File: config.mk
export PLATFORM = sky130hd
export DESIGN_NAME = ext_mgmt_regs
export DESIGN_NICKNAME = d
export VERILOG_FILES = /design/src/rtl/ext_mgmt_pkg.sv /design/src/rtl/ext_reg_mem.sv /design/src/rtl/ext_mgmt_regs.sv
export SDC_FILE = /design/constraint.sdc
export NUM_CORES = 1
export LEC_CHECK = 0
export ABC_AREA = 1
export BUFFER_PORTS_ARGS = -buffer_cell sky130_fd_sc_hd__buf_2
export CAP_MARGIN = 40
export CORE_ASPECT_RATIO = 1.75
export CORE_UTILIZATION = 57
export DETAILED_ROUTE_END_ITERATION = 8
export PLACE_DENSITY = 0.77
export RECOVER_POWER = 25
export SETUP_SLACK_MARGIN = 0.1
export SLEW_MARGIN = 40
export SYNTH_ARGS = -nofsm -noshare
export SYNTH_HDL_FRONTEND = slang
export SYNTH_HIERARCHICAL = 1
export SYNTH_SLANG_ARGS = --single-unit
File: constraint.sdc
create_clock -name clk_sys_i -period 2.35 [get_ports clk_sys_i]
set_clock_uncertainty 0.1 [all_clocks]
set_input_delay 0.47 -clock clk_sys_i [delete_from_list [all_inputs] [get_ports clk_sys_i]]
set_output_delay 0.47 -clock clk_sys_i [all_outputs]
set_load 0.02 [all_outputs]
File: src/rtl/ext_mgmt_pkg.sv
// constants, types and register map of the extended-register management block
// assumes the standard two-wire serial management frame, sampled in the system clock domain
package ext_mgmt_pkg;

  // ----------------------------------------------------------------
  // register map (5-bit management addresses)
  // ----------------------------------------------------------------
  localparam logic [4:0]  REG_ACCESS_CTRL       = 5'h0d;
  localparam logic [4:0]  REG_WINDOW            = 5'h0e;
  localparam logic [4:0]  REG_STATUS            = 5'h10;
  localparam logic [4:0]  REG_FALSE_CARRIER_CNT = 5'h14;
  localparam logic [4:0]  REG_RX_ERR_CNT        = 5'h15;
  localparam logic [4:0]  REG_TEN_MEG_STATUS    = 5'h1a;

  // ----------------------------------------------------------------
  // field layout and reset values
  // ----------------------------------------------------------------
  localparam int          FUNC_MSB       = 15;
  localparam int          FUNC_LSB       = 14;
  localparam int          DEVSEL_MSB     = 4;
  localparam int          DEVSEL_LSB     = 0;
  localparam logic [4:0]  OWN_DEVICE     = 5'h1f;
  localparam logic [15:0] CTRL_RESET     = 16'h0000;
  localparam logic [15:0] PTR_RESET      = 16'h0000;
  localparam logic [15:0] EXT_BASE       = 16'h0010;
  localparam int          ST_CROSSOVER   = 14;
  localparam int          ST_RX_ERROR    = 13;
  localparam int          ST_POLARITY    = 12;
  localparam int          ST_FALSE_CARR  = 11;

  // ----------------------------------------------------------------
  // serial frame constants
  // ----------------------------------------------------------------
  localparam logic [5:0]  PREAMBLE_LEN   = 6'h20;
  localparam logic [5:0]  HDR_LAST       = 6'h0d;
  localparam logic [5:0]  DATA_LAST      = 6'h0f;
  localparam logic [1:0]  FRAME_START    = 2'h1;
  localparam logic [1:0]  OP_READ        = 2'h2;
  localparam logic [1:0]  OP_WRITE       = 2'h1;

  typedef enum logic [1:0] {
    FN_ADDR        = 2'b00,
    FN_DATA        = 2'b01,
    FN_DATA_INC_RW = 2'b10,
    FN_DATA_INC_WR = 2'b11
  } window_func_e;

  typedef enum logic [1:0] {
    FR_PREAMBLE = 2'b00,
    FR_HEADER   = 2'b01,
    FR_TURN     = 2'b10,
    FR_DATA     = 2'b11
  } frame_e;

  typedef struct packed {
    logic [1:0] start;
    logic [1:0] op;
    logic [4:0] phy;
    logic [4:0] regad;
  } mgmt_hdr_s;

endpackage

File: src/rtl/ext_reg_mem.sv
// small storage for the extended register set, registered read data
// assumes a single clock; write and read may hit the same word in one cycle
`timescale 1ns/1ps
module ext_reg_mem #(
  parameter int DATA_W = 16,
  parameter int ADDR_W = 4
) (
  // clock and reset
  input  wire logic              clk_sys_i,
  input  wire logic              rst_i,
  // write port
  input  wire logic              wr_en_i,
  input  wire logic [ADDR_W-1:0] wr_addr_i,
  input  wire logic [DATA_W-1:0] wr_data_i,
  // read port
  input  wire logic [ADDR_W-1:0] rd_addr_i,
  output logic      [DATA_W-1:0] rd_data_o
);

  logic [DATA_W-1:0] mem_q [2**ADDR_W];

  // ----------------------------------------------------------------
  // storage, no reset so it maps to plain ram
  // ----------------------------------------------------------------
  always_ff @(posedge clk_sys_i) begin
    if (wr_en_i) begin
      mem_q[wr_addr_i] <= wr_data_i;
    end
  end

  // read data from a flop; old word on a same-cycle collision
  always_ff @(posedge clk_sys_i) begin
    if (rst_i) begin
      rd_data_o <= '0;
    end else begin
      rd_data_o <= mem_q[rd_addr_i];
    end
  end

endmodule

File: src/rtl/ext_mgmt_regs.sv
// serial management slave with indirect extended-register window and summary status
// assumes mdc/mdio already synchronous to clk_sys_i and mdc far slower than it
`timescale 1ns/1ps
module ext_mgmt_regs #(
  parameter logic [4:0] PHY_ADDR   = 5'h01,
  parameter int         EXT_ADDR_W = 4
) (
  // clock and reset
  input  wire logic clk_sys_i,
  input  wire logic rst_i,
  // serial management pins
  input  wire logic mdc_i,
  input  wire logic mdio_i,
  output logic      mdio_o,
  output logic      mdio_oe_o,
  // crossover control and state
  input  wire logic an_mdix_swapped_i,
  input  wire logic auto_crossover_enable_i,
  input  wire logic crossover_force_i,
  // line events
  input  wire logic rx_error_event_i,
  input  wire logic false_carrier_event_i,
  input  wire logic polarity_inverted_i
);

  // ----------------------------------------------------------------
  // frame engine state
  // ----------------------------------------------------------------
  ext_mgmt_pkg::frame_e    state_q;
  ext_mgmt_pkg::mgmt_hdr_s hdr_q;
  logic [5:0]              cnt_q;
  logic [15:0]             shift_q;
  logic                    is_read_q;
  logic                    mdc_q;
  logic                    mdio_q;
  logic                    mdio_oe_q;

  // register state
  ext_mgmt_pkg::window_func_e func_q;
  logic [4:0]                 dev_q;
  logic [15:0]                ptr_q;
  logic                       xover_q;
  logic                       rx_err_q;
  logic                       pol_q;
  logic                       fc_q;
  logic [15:0]                mem_rd;

  // ----------------------------------------------------------------
  // frame decode
  // ----------------------------------------------------------------
  wire                        mdc_rise  = mdc_i & ~mdc_q;
  wire ext_mgmt_pkg::mgmt_hdr_s hdr_w   = ext_mgmt_pkg::mgmt_hdr_s'({shift_q[12:0], mdio_i});
  wire                        hdr_ok    = (hdr_w.start == ext_mgmt_pkg::FRAME_START) && (hdr_w.phy == PHY_ADDR)
                                          && (hdr_w.op == ext_mgmt_pkg::OP_READ || hdr_w.op == ext_mgmt_pkg::OP_WRITE);
  wire                        last_bit  = mdc_rise && state_q == ext_mgmt_pkg::FR_DATA
                                          && cnt_q == ext_mgmt_pkg::DATA_LAST;
  wire                        write_done = last_bit && !is_read_q;
  wire                        read_done  = last_bit && is_read_q;
  wire                        read_capture = mdc_rise && state_q == ext_mgmt_pkg::FR_TURN
                                             && cnt_q == 6'h00 && is_read_q;
  wire [15:0]                 wdata     = {shift_q[14:0], mdio_i};

  // window steering; foreign device select makes the window inert
  wire dev_ok    = dev_q == ext_mgmt_pkg::OWN_DEVICE;
  wire win_sel   = hdr_q.regad == ext_mgmt_pkg::REG_WINDOW;
  wire win_wr    = write_done && win_sel && dev_ok;
  wire win_rd    = read_done && win_sel && dev_ok;
  wire data_func = func_q != ext_mgmt_pkg::FN_ADDR;
  wire ptr_load  = win_wr && !data_func;
  wire ptr_inc   = (win_wr && (func_q == ext_mgmt_pkg::FN_DATA_INC_RW || func_q == ext_mgmt_pkg::FN_DATA_INC_WR))
                   || (win_rd && func_q == ext_mgmt_pkg::FN_DATA_INC_RW);

  // extended set starts at pointer 0x0010, inside the 5-bit directly addressed range
  wire [15:0] ext_off  = ptr_q - ext_mgmt_pkg::EXT_BASE;
  wire        in_range = (ptr_q >= ext_mgmt_pkg::EXT_BASE) && (ext_off[15:EXT_ADDR_W] == '0);
  wire        mem_we   = win_wr && data_func && in_range;

  // ----------------------------------------------------------------
  // read data selection
  // ----------------------------------------------------------------
  wire [15:0] ctrl_rd   = {func_q, 9'h000, dev_q};
  wire [15:0] status_rd = {1'b0, xover_q, rx_err_q, pol_q, fc_q, 11'h000};
  wire [15:0] win_rd_v  = !dev_ok ? 16'h0000 : !data_func ? ptr_q : in_range ? mem_rd : 16'h0000;
  wire [15:0] rd_mux    = (hdr_q.regad == ext_mgmt_pkg::REG_ACCESS_CTRL) ? ctrl_rd
                        : (hdr_q.regad == ext_mgmt_pkg::REG_WINDOW)      ? win_rd_v
                        : (hdr_q.regad == ext_mgmt_pkg::REG_STATUS)      ? status_rd : 16'h0000;

  // clear-on-read strobes act when the read value is snapshotted
  wire clr_rx  = read_capture && hdr_q.regad == ext_mgmt_pkg::REG_RX_ERR_CNT;
  wire clr_fc  = read_capture && hdr_q.regad == ext_mgmt_pkg::REG_FALSE_CARRIER_CNT;
  wire clr_pol = read_capture && hdr_q.regad == ext_mgmt_pkg::REG_TEN_MEG_STATUS;

  // force wins, then the algorithm, else normal pairs
  wire xover_d = crossover_force_i ? 1'b1 : (auto_crossover_enable_i ? an_mdix_swapped_i : 1'b0);

  // ----------------------------------------------------------------
  // frame engine: sample on mdc rise, drive read bits after it
  // ----------------------------------------------------------------
  always_ff @(posedge clk_sys_i) begin
    if (rst_i) begin
      state_q   <= ext_mgmt_pkg::FR_PREAMBLE;
      hdr_q     <= '0;
      cnt_q     <= 6'h00;
      shift_q   <= 16'h0000;
      is_read_q <= 1'b0;
      mdc_q     <= 1'b0;
      mdio_q    <= 1'b0;
      mdio_oe_q <= 1'b0;
    end else begin
      mdc_q <= mdc_i;
      if (mdc_rise) begin
        unique case (state_q)
          ext_mgmt_pkg::FR_PREAMBLE: begin
            if (mdio_i) begin
              cnt_q <= (cnt_q == ext_mgmt_pkg::PREAMBLE_LEN) ? cnt_q : cnt_q + 6'h01;
            end else if (cnt_q == ext_mgmt_pkg::PREAMBLE_LEN) begin
              state_q <= ext_mgmt_pkg::FR_HEADER; // zero just seen is first start bit
              cnt_q   <= 6'h01;
              shift_q <= 16'h0000;
            end else begin
              cnt_q <= 6'h00;
            end
          end
          ext_mgmt_pkg::FR_HEADER: begin
            shift_q <= wdata;
            if (cnt_q == ext_mgmt_pkg::HDR_LAST) begin
              cnt_q     <= 6'h00;
              hdr_q     <= hdr_w;
              is_read_q <= hdr_w.op == ext_mgmt_pkg::OP_READ;
              state_q   <= hdr_ok ? ext_mgmt_pkg::FR_TURN : ext_mgmt_pkg::FR_PREAMBLE;
            end else begin
              cnt_q <= cnt_q + 6'h01;
            end
          end
          ext_mgmt_pkg::FR_TURN: begin
            if (cnt_q == 6'h00) begin
              cnt_q <= 6'h01;
              if (is_read_q) begin
                mdio_oe_q <= 1'b1; // second turnaround bit driven low
                mdio_q    <= 1'b0;
                shift_q   <= rd_mux;
              end
            end else begin
              cnt_q   <= 6'h00;
              state_q <= ext_mgmt_pkg::FR_DATA;
              if (is_read_q) begin
                mdio_q  <= shift_q[15];
                shift_q <= {shift_q[14:0], 1'b0};
              end
            end
          end
          ext_mgmt_pkg::FR_DATA: begin
            shift_q <= wdata;
            if (is_read_q) begin
              mdio_q <= shift_q[15];
            end
            if (cnt_q == ext_mgmt_pkg::DATA_LAST) begin
              state_q   <= ext_mgmt_pkg::FR_PREAMBLE;
              cnt_q     <= 6'h00;
              mdio_oe_q <= 1'b0;
              mdio_q    <= 1'b0;
            end else begin
              cnt_q <= cnt_q + 6'h01;
            end
          end
        endcase
      end
    end
  end

  // ----------------------------------------------------------------
  // access control and pointer
  // ----------------------------------------------------------------
  always_ff @(posedge clk_sys_i) begin
    if (rst_i) begin
      func_q <= ext_mgmt_pkg::FN_ADDR;
      dev_q  <= ext_mgmt_pkg::CTRL_RESET[ext_mgmt_pkg::DEVSEL_MSB:ext_mgmt_pkg::DEVSEL_LSB];
      ptr_q  <= ext_mgmt_pkg::PTR_RESET;
    end else begin
      if (write_done && hdr_q.regad == ext_mgmt_pkg::REG_ACCESS_CTRL) begin
        func_q <= ext_mgmt_pkg::window_func_e'(wdata[ext_mgmt_pkg::FUNC_MSB:ext_mgmt_pkg::FUNC_LSB]);
        dev_q  <= wdata[ext_mgmt_pkg::DEVSEL_MSB:ext_mgmt_pkg::DEVSEL_LSB]; // reserved bits dropped
      end
      if (ptr_load) begin
        ptr_q <= wdata;
      end else if (ptr_inc) begin
        ptr_q <= ptr_q + 16'h0001;
      end
    end
  end

  // status latches: a same-cycle event beats the clear
  always_ff @(posedge clk_sys_i) begin
    if (rst_i) begin
      xover_q  <= 1'b0;
      rx_err_q <= 1'b0;
      pol_q    <= 1'b0;
      fc_q     <= 1'b0;
    end else begin
      xover_q  <= xover_d;
      rx_err_q <= rx_error_event_i | (rx_err_q & ~clr_rx);
      pol_q    <= polarity_inverted_i | (pol_q & ~clr_pol);
      fc_q     <= false_carrier_event_i | (fc_q & ~clr_fc);
    end
  end

  ext_reg_mem #(
    .DATA_W (16),
    .ADDR_W (EXT_ADDR_W)
  ) u_ext_mem (
    .clk_sys_i (clk_sys_i),
    .rst_i     (rst_i),
    .wr_en_i   (mem_we),
    .wr_addr_i (ext_off[EXT_ADDR_W-1:0]),
    .wr_data_i (wdata),
    .rd_addr_i (ext_off[EXT_ADDR_W-1:0]),
    .rd_data_o (mem_rd)
  );

  assign mdio_o    = mdio_q;
  assign mdio_oe_o = mdio_oe_q;

  // ----------------------------------------------------------------
  // assertions
  // ----------------------------------------------------------------
  a_status_reserved: assert property (@(posedge clk_sys_i) disable iff (rst_i)
    read_capture && hdr_q.regad == ext_mgmt_pkg::REG_STATUS |=> shift_q[15] == 1'b0)
    else $error("status bit 15 not zero");
  a_ptr_hold_nopost: assert property (@(posedge clk_sys_i) disable iff (rst_i)
    (write_done || read_done) && win_sel && func_q == ext_mgmt_pkg::FN_DATA |=> $stable(ptr_q))
    else $error("pointer moved without post increment");
  a_ptr_inc_read: assert property (@(posedge clk_sys_i) disable iff (rst_i)
    read_done && win_sel && dev_ok && func_q == ext_mgmt_pkg::FN_DATA_INC_RW
    |=> ptr_q == $past(ptr_q) + 16'h0001)
    else $error("pointer not incremented after read");
  a_ptr_read_hold: assert property (@(posedge clk_sys_i) disable iff (rst_i)
    read_done && win_sel && func_q == ext_mgmt_pkg::FN_DATA_INC_WR |=> $stable(ptr_q))
    else $error("pointer moved after read in write-only increment");
  a_foreign_dev_ignored: assert property (@(posedge clk_sys_i) disable iff (rst_i)
    (write_done || read_done) && win_sel && !dev_ok |=> $stable(ptr_q))
    else $error("foreign device select changed pointer");
  a_xover_forced: assert property (@(posedge clk_sys_i) disable iff (rst_i)
    crossover_force_i |=> xover_q)
    else $error("forced crossover not reported");
  a_rx_err_latch: assert property (@(posedge clk_sys_i) disable iff (rst_i)
    rx_error_event_i ##1 !clr_rx[*3] |=> rx_err_q)
    else $error("receive error latch lost");
  a_pol_status_read: assert property (@(posedge clk_sys_i) disable iff (rst_i)
    pol_q && read_capture && hdr_q.regad == ext_mgmt_pkg::REG_STATUS |=> pol_q)
    else $error("polarity cleared by summary read");
  a_fc_clear_read: assert property (@(posedge clk_sys_i) disable iff (rst_i)
    clr_fc && !false_carrier_event_i |=> !fc_q)
    else $error("false carrier latch not cleared");

endmodule

==> results.json <==
{
  "status": "finished with violations",
  "violations": "max-capacitance violations, max-slew violations",
  "drt_iter0_markers": 1043,
  "cp.arrival_ns": 2.36,
  "vias": 11360,
  "avgSynthCellArea_um2": 9.207,
  "cp.buffers_inverters": 2,
  "io_pins": 12,
  "finalCritPeriodShare_pct": 93.20,
  "cp_max_fo": 8,
  "cts_hold_buf": 0,
  "path_delay_family": "simple AND/OR/NAND/NOR gates",
  "diodes": 0,
  "port_buffers": 11,
  "fill_cells": 1958,
  "grt_overflow": 0,
  "synth_edf_count": 256,
  "start_util_pct": 58.28,
  "regToRegSetupSlack_ns": 0.16,
  "dpl_cell_area_um2": 15870,
  "clock_sinks": 332,
  "worstSetupStartpointType": "flop",
  "drv_slew": 43,
  "h-tree-depth": 1,
  "gp_congestion": 0.9982,
  "drc_errors": 0,
  "tightest_slew_ns": 1.525,
  "fin_setup_tns_ns": 0,
  "cts_tree": "yes",
  "maxSlewHeadroom_pct": -1.695,
  "dp_hpwl_um": 27220,
  "antenna_found_initial": 0,
  "die_width_um": 123.9,
  "cts_buffers": 28,
  "ir_drop_v": 0.0006367,
  "synth_warnings": 6,
  "crit_chain": "ha_4 -> nand3_4 -> nor2_4 -> nand3_2 -> nor2_4 -> nand2_2 -> nor2_4 -> buf_6 -> nand2_8 -> nor2_4 -> bufbuf_16",
  "final-seq-area_um2": 9218,
  "setup_violations": 0,
  "fp.dieH_um": 215.3,
  "core_region_area_um2": 25430,
  "leakagePower_uw": 0.006869,
  "synth_top_flop_cell": "edfxtp_1",
  "syn_nets": 1626,
  "layout_min_cycle_time_ns": 2.190,
  "final_layout_size_suffix_gt1_share_pct": 11.88,
  "synthDistinctLibCells": 41,
  "final_area_um2": 16960,
  "grt_pass1_vias": 11330,
  "via_per_inst": 5.681,
  "clkTransAtPathRegs_ns": 0.07,
  "postRouteAntennaNets": 0,
  "totalWireLength_um": 39990,
  "hold_path_class": "in -> reg",
  "crit_top_cell": "nor2_4",
  "crit_path_max_incr_delay_ns": 0.36,
  "cts-root-buf": "clkbuf_16",
  "multi_input_area_um2": 4678,
  "grt_use_total_pct": 31.23,
  "wl_per_cell_um": 20.00,
  "pwr_density_cell_nw_per_um2": 648.6,
  "critPathCaptureType": "flop",
  "dr.pass1.iters": 6,
  "path_class": "reg -> reg",
  "rows": 77,
  "synth_area_um2": 14820,
  "rsz0062_at_grt": "true",
  "synth.ff_latch_count": 332,
  "async_reset_ff_share_pct": 0,
  "synth-seq-area-share_pct": 62.13,
  "grt_pass1_wl_um": 60940,
  "synthCells": 1610,
  "area_growth_pct": 14.40,
  "dieArea_um2": 26680,
  "clk_path_buf_depth": 3,
  "fin_nets": 1677,
  "fmax_mhz": 456.6,
  "clk_latency_ns": 0.55,
  "worst_ep_required_time_ns": 2.52,
  "grt_max_degree": 70,
  "cap_viol_max_count": 2,
  "cp_slowest_cell": "dfxtp_2",
  "hold_viol_final": 0
}
-- metal layers --
| layer | wire length [µm] | GRT usage, % | vias to the layer above |
|---|---|---|---|
| li1 | - | - | 5343 |
| met1 | 12990 | 32.13 | 5271 |
| met2 | 20130 | 53.46 | 550 |
| met3 | 2432 | 3.875 | 192 |
| met4 | 4435 | 28.85 | 0 |
| met5 | 0 | 0 | - |
-- flip-flops by register name (all words and copies together), names as in the netlist, 2 cells and up, named ones only --
signal and flops:
dev_q 5, hdr_q 5, ptr_q 16, cnt_q 6
func_q 2, u_ext_mem/mem_q 256, shift_q 16, u_ext_mem/rd_data_o 16
-- cells in the final DEF, fill, tap and decap left out, drive strengths merged, types with 2 or more instances in the layout --
cell    instances
nor2           73
nor3            9
a21oi          70
o21ai          45
inv           214
xor2            9
clkinv         11
nor4            2
or2             3
clkbuf         48
o211ai          3
nand2         543
nand3         206
edfxtp        256
o22ai           5
dfxtp          76
and3            2
buf            83
nand4           8
ha              6
a211oi          2
-- repair_timing --
action / in CTS / in global routing
setup buffers: 5 / 1
gates resized for setup: 16 / 7
endpoints found under the setup margin: 243 / 225
pin swaps: 6 / 3
gates cloned: 1 / 0
-- final cells by class --
class	count	share of cell area (%)
clock inverter	12	0.4058
timing repair buffer	92	5.431
sequential	332	54.36
clock buffer	40	5.128
multi-input combinational	993	27.59
inverter	214	4.759
tap	316	2.332
-- synthesized netlist by cell type (2+ instances only) --
cell / number / area [µm²]
a21oi_1: 70 / 350.3
nand3_2: 4 / 40.04
o211ai_1: 2 / 15.01
clkbuf_1: 19 / 71.32
nand2_2: 3 / 18.77
ha_1: 6 / 75.07
nor2_2: 5 / 31.28
inv_2: 9 / 33.78
buf_6: 4 / 45.04
nor2_4: 3 / 33.78
or2_2: 3 / 18.77
o21ai_1: 9 / 45.04
dfxtp_1: 76 / 1521
nand3_1: 202 / 1011
and3_1: 2 / 12.51
inv_1: 204 / 765.7
xor2_1: 9 / 78.83
nor3_1: 6 / 30.03
nand2_1: 540 / 2027
nor4_1: 2 / 12.51
buf_4: 10 / 75.07
nand4_1: 8 / 50.05
a211oi_1: 2 / 15.01
o21ai_0: 35 / 175.2
nor3_4: 2 / 32.53
o22ai_1: 5 / 31.28
edfxtp_1: 256 / 7687
buf_1: 3 / 11.26
buf_2: 35 / 175.2
nor2_1: 65 / 244.0
-- worst register-to-register path, stage by stage (launching register included) --
cell,delay (ns)
dfxtp_2,0.36
ha_4,0.15
nand3_4,0.10
nor2_4,0.13
nand3_2,0.10
nor2_4,0.11
nand2_2,0.07
nor2_4,0.12
buf_6,0.16
nand2_8,0.10
nor2_4,0.13
bufbuf_16,0.28
-- kinds of logic (layout without fill, tap and decap cells) --
kind of cell,Yosys count,after routing,share of synthesized area [%]
xor+xnor,10,10,0.5909
simple gates,847,847,24.14
flops,332,332,62.13
compound gates,130,130,4.668
buf+inv,285,358,7.968
fa+ha+maj,6,6,0.5064
-- final timing paths --
path / startpoint / to / cells after the start
setup reg to reg: cnt_q[1]$_SDFFE_PP0P_ / u_ext_mem/mem_q[13][6]$_DFFE_PP_ / 11
hold reg to reg: shift_q[15]$_SDFFE_PP0P_ / shift_q[15]$_SDFFE_PP0P_ / 2
setup / recovery: cnt_q[1]$_SDFFE_PP0P_ / u_ext_mem/mem_q[13][6]$_DFFE_PP_ / 11
hold / removal: crossover_force_i / xover_q$_SDFF_PP0_ / 3
-- where the power goes --
part / leakage [µW] / total, µW / switching (µW) / internal (µW)
Clock: 0.000473 / 4630 / 2050 / 2590
Sequential: 0.00330 / 6250 / 8.30 / 6250
Combinational: 0.00310 / 111 / 76.5 / 34.4
Total: 0.00687 / 11000 / 2130 / 8870
-- through the flow --
stage	total power, µW	instances	setup WS [ns]	util (%)	hold WS (ns)
5_1_grt	11250	1999	0.08732	66.67	0.07291
2_1_floorplan	6443	1610	0.1078	-	0.3440
6_report	11000	1999	0.1598	66.67	0.04279
3_5_place_dp	6488	1940	0.02364	62.38	0.3640
3_3_place_gp	6486	1940	0.09076	62.38	0.3555
4_1_cts	11030	1998	0.1133	66.65	0.03976
Note: power is estimated with default switching activity, not from simulation.
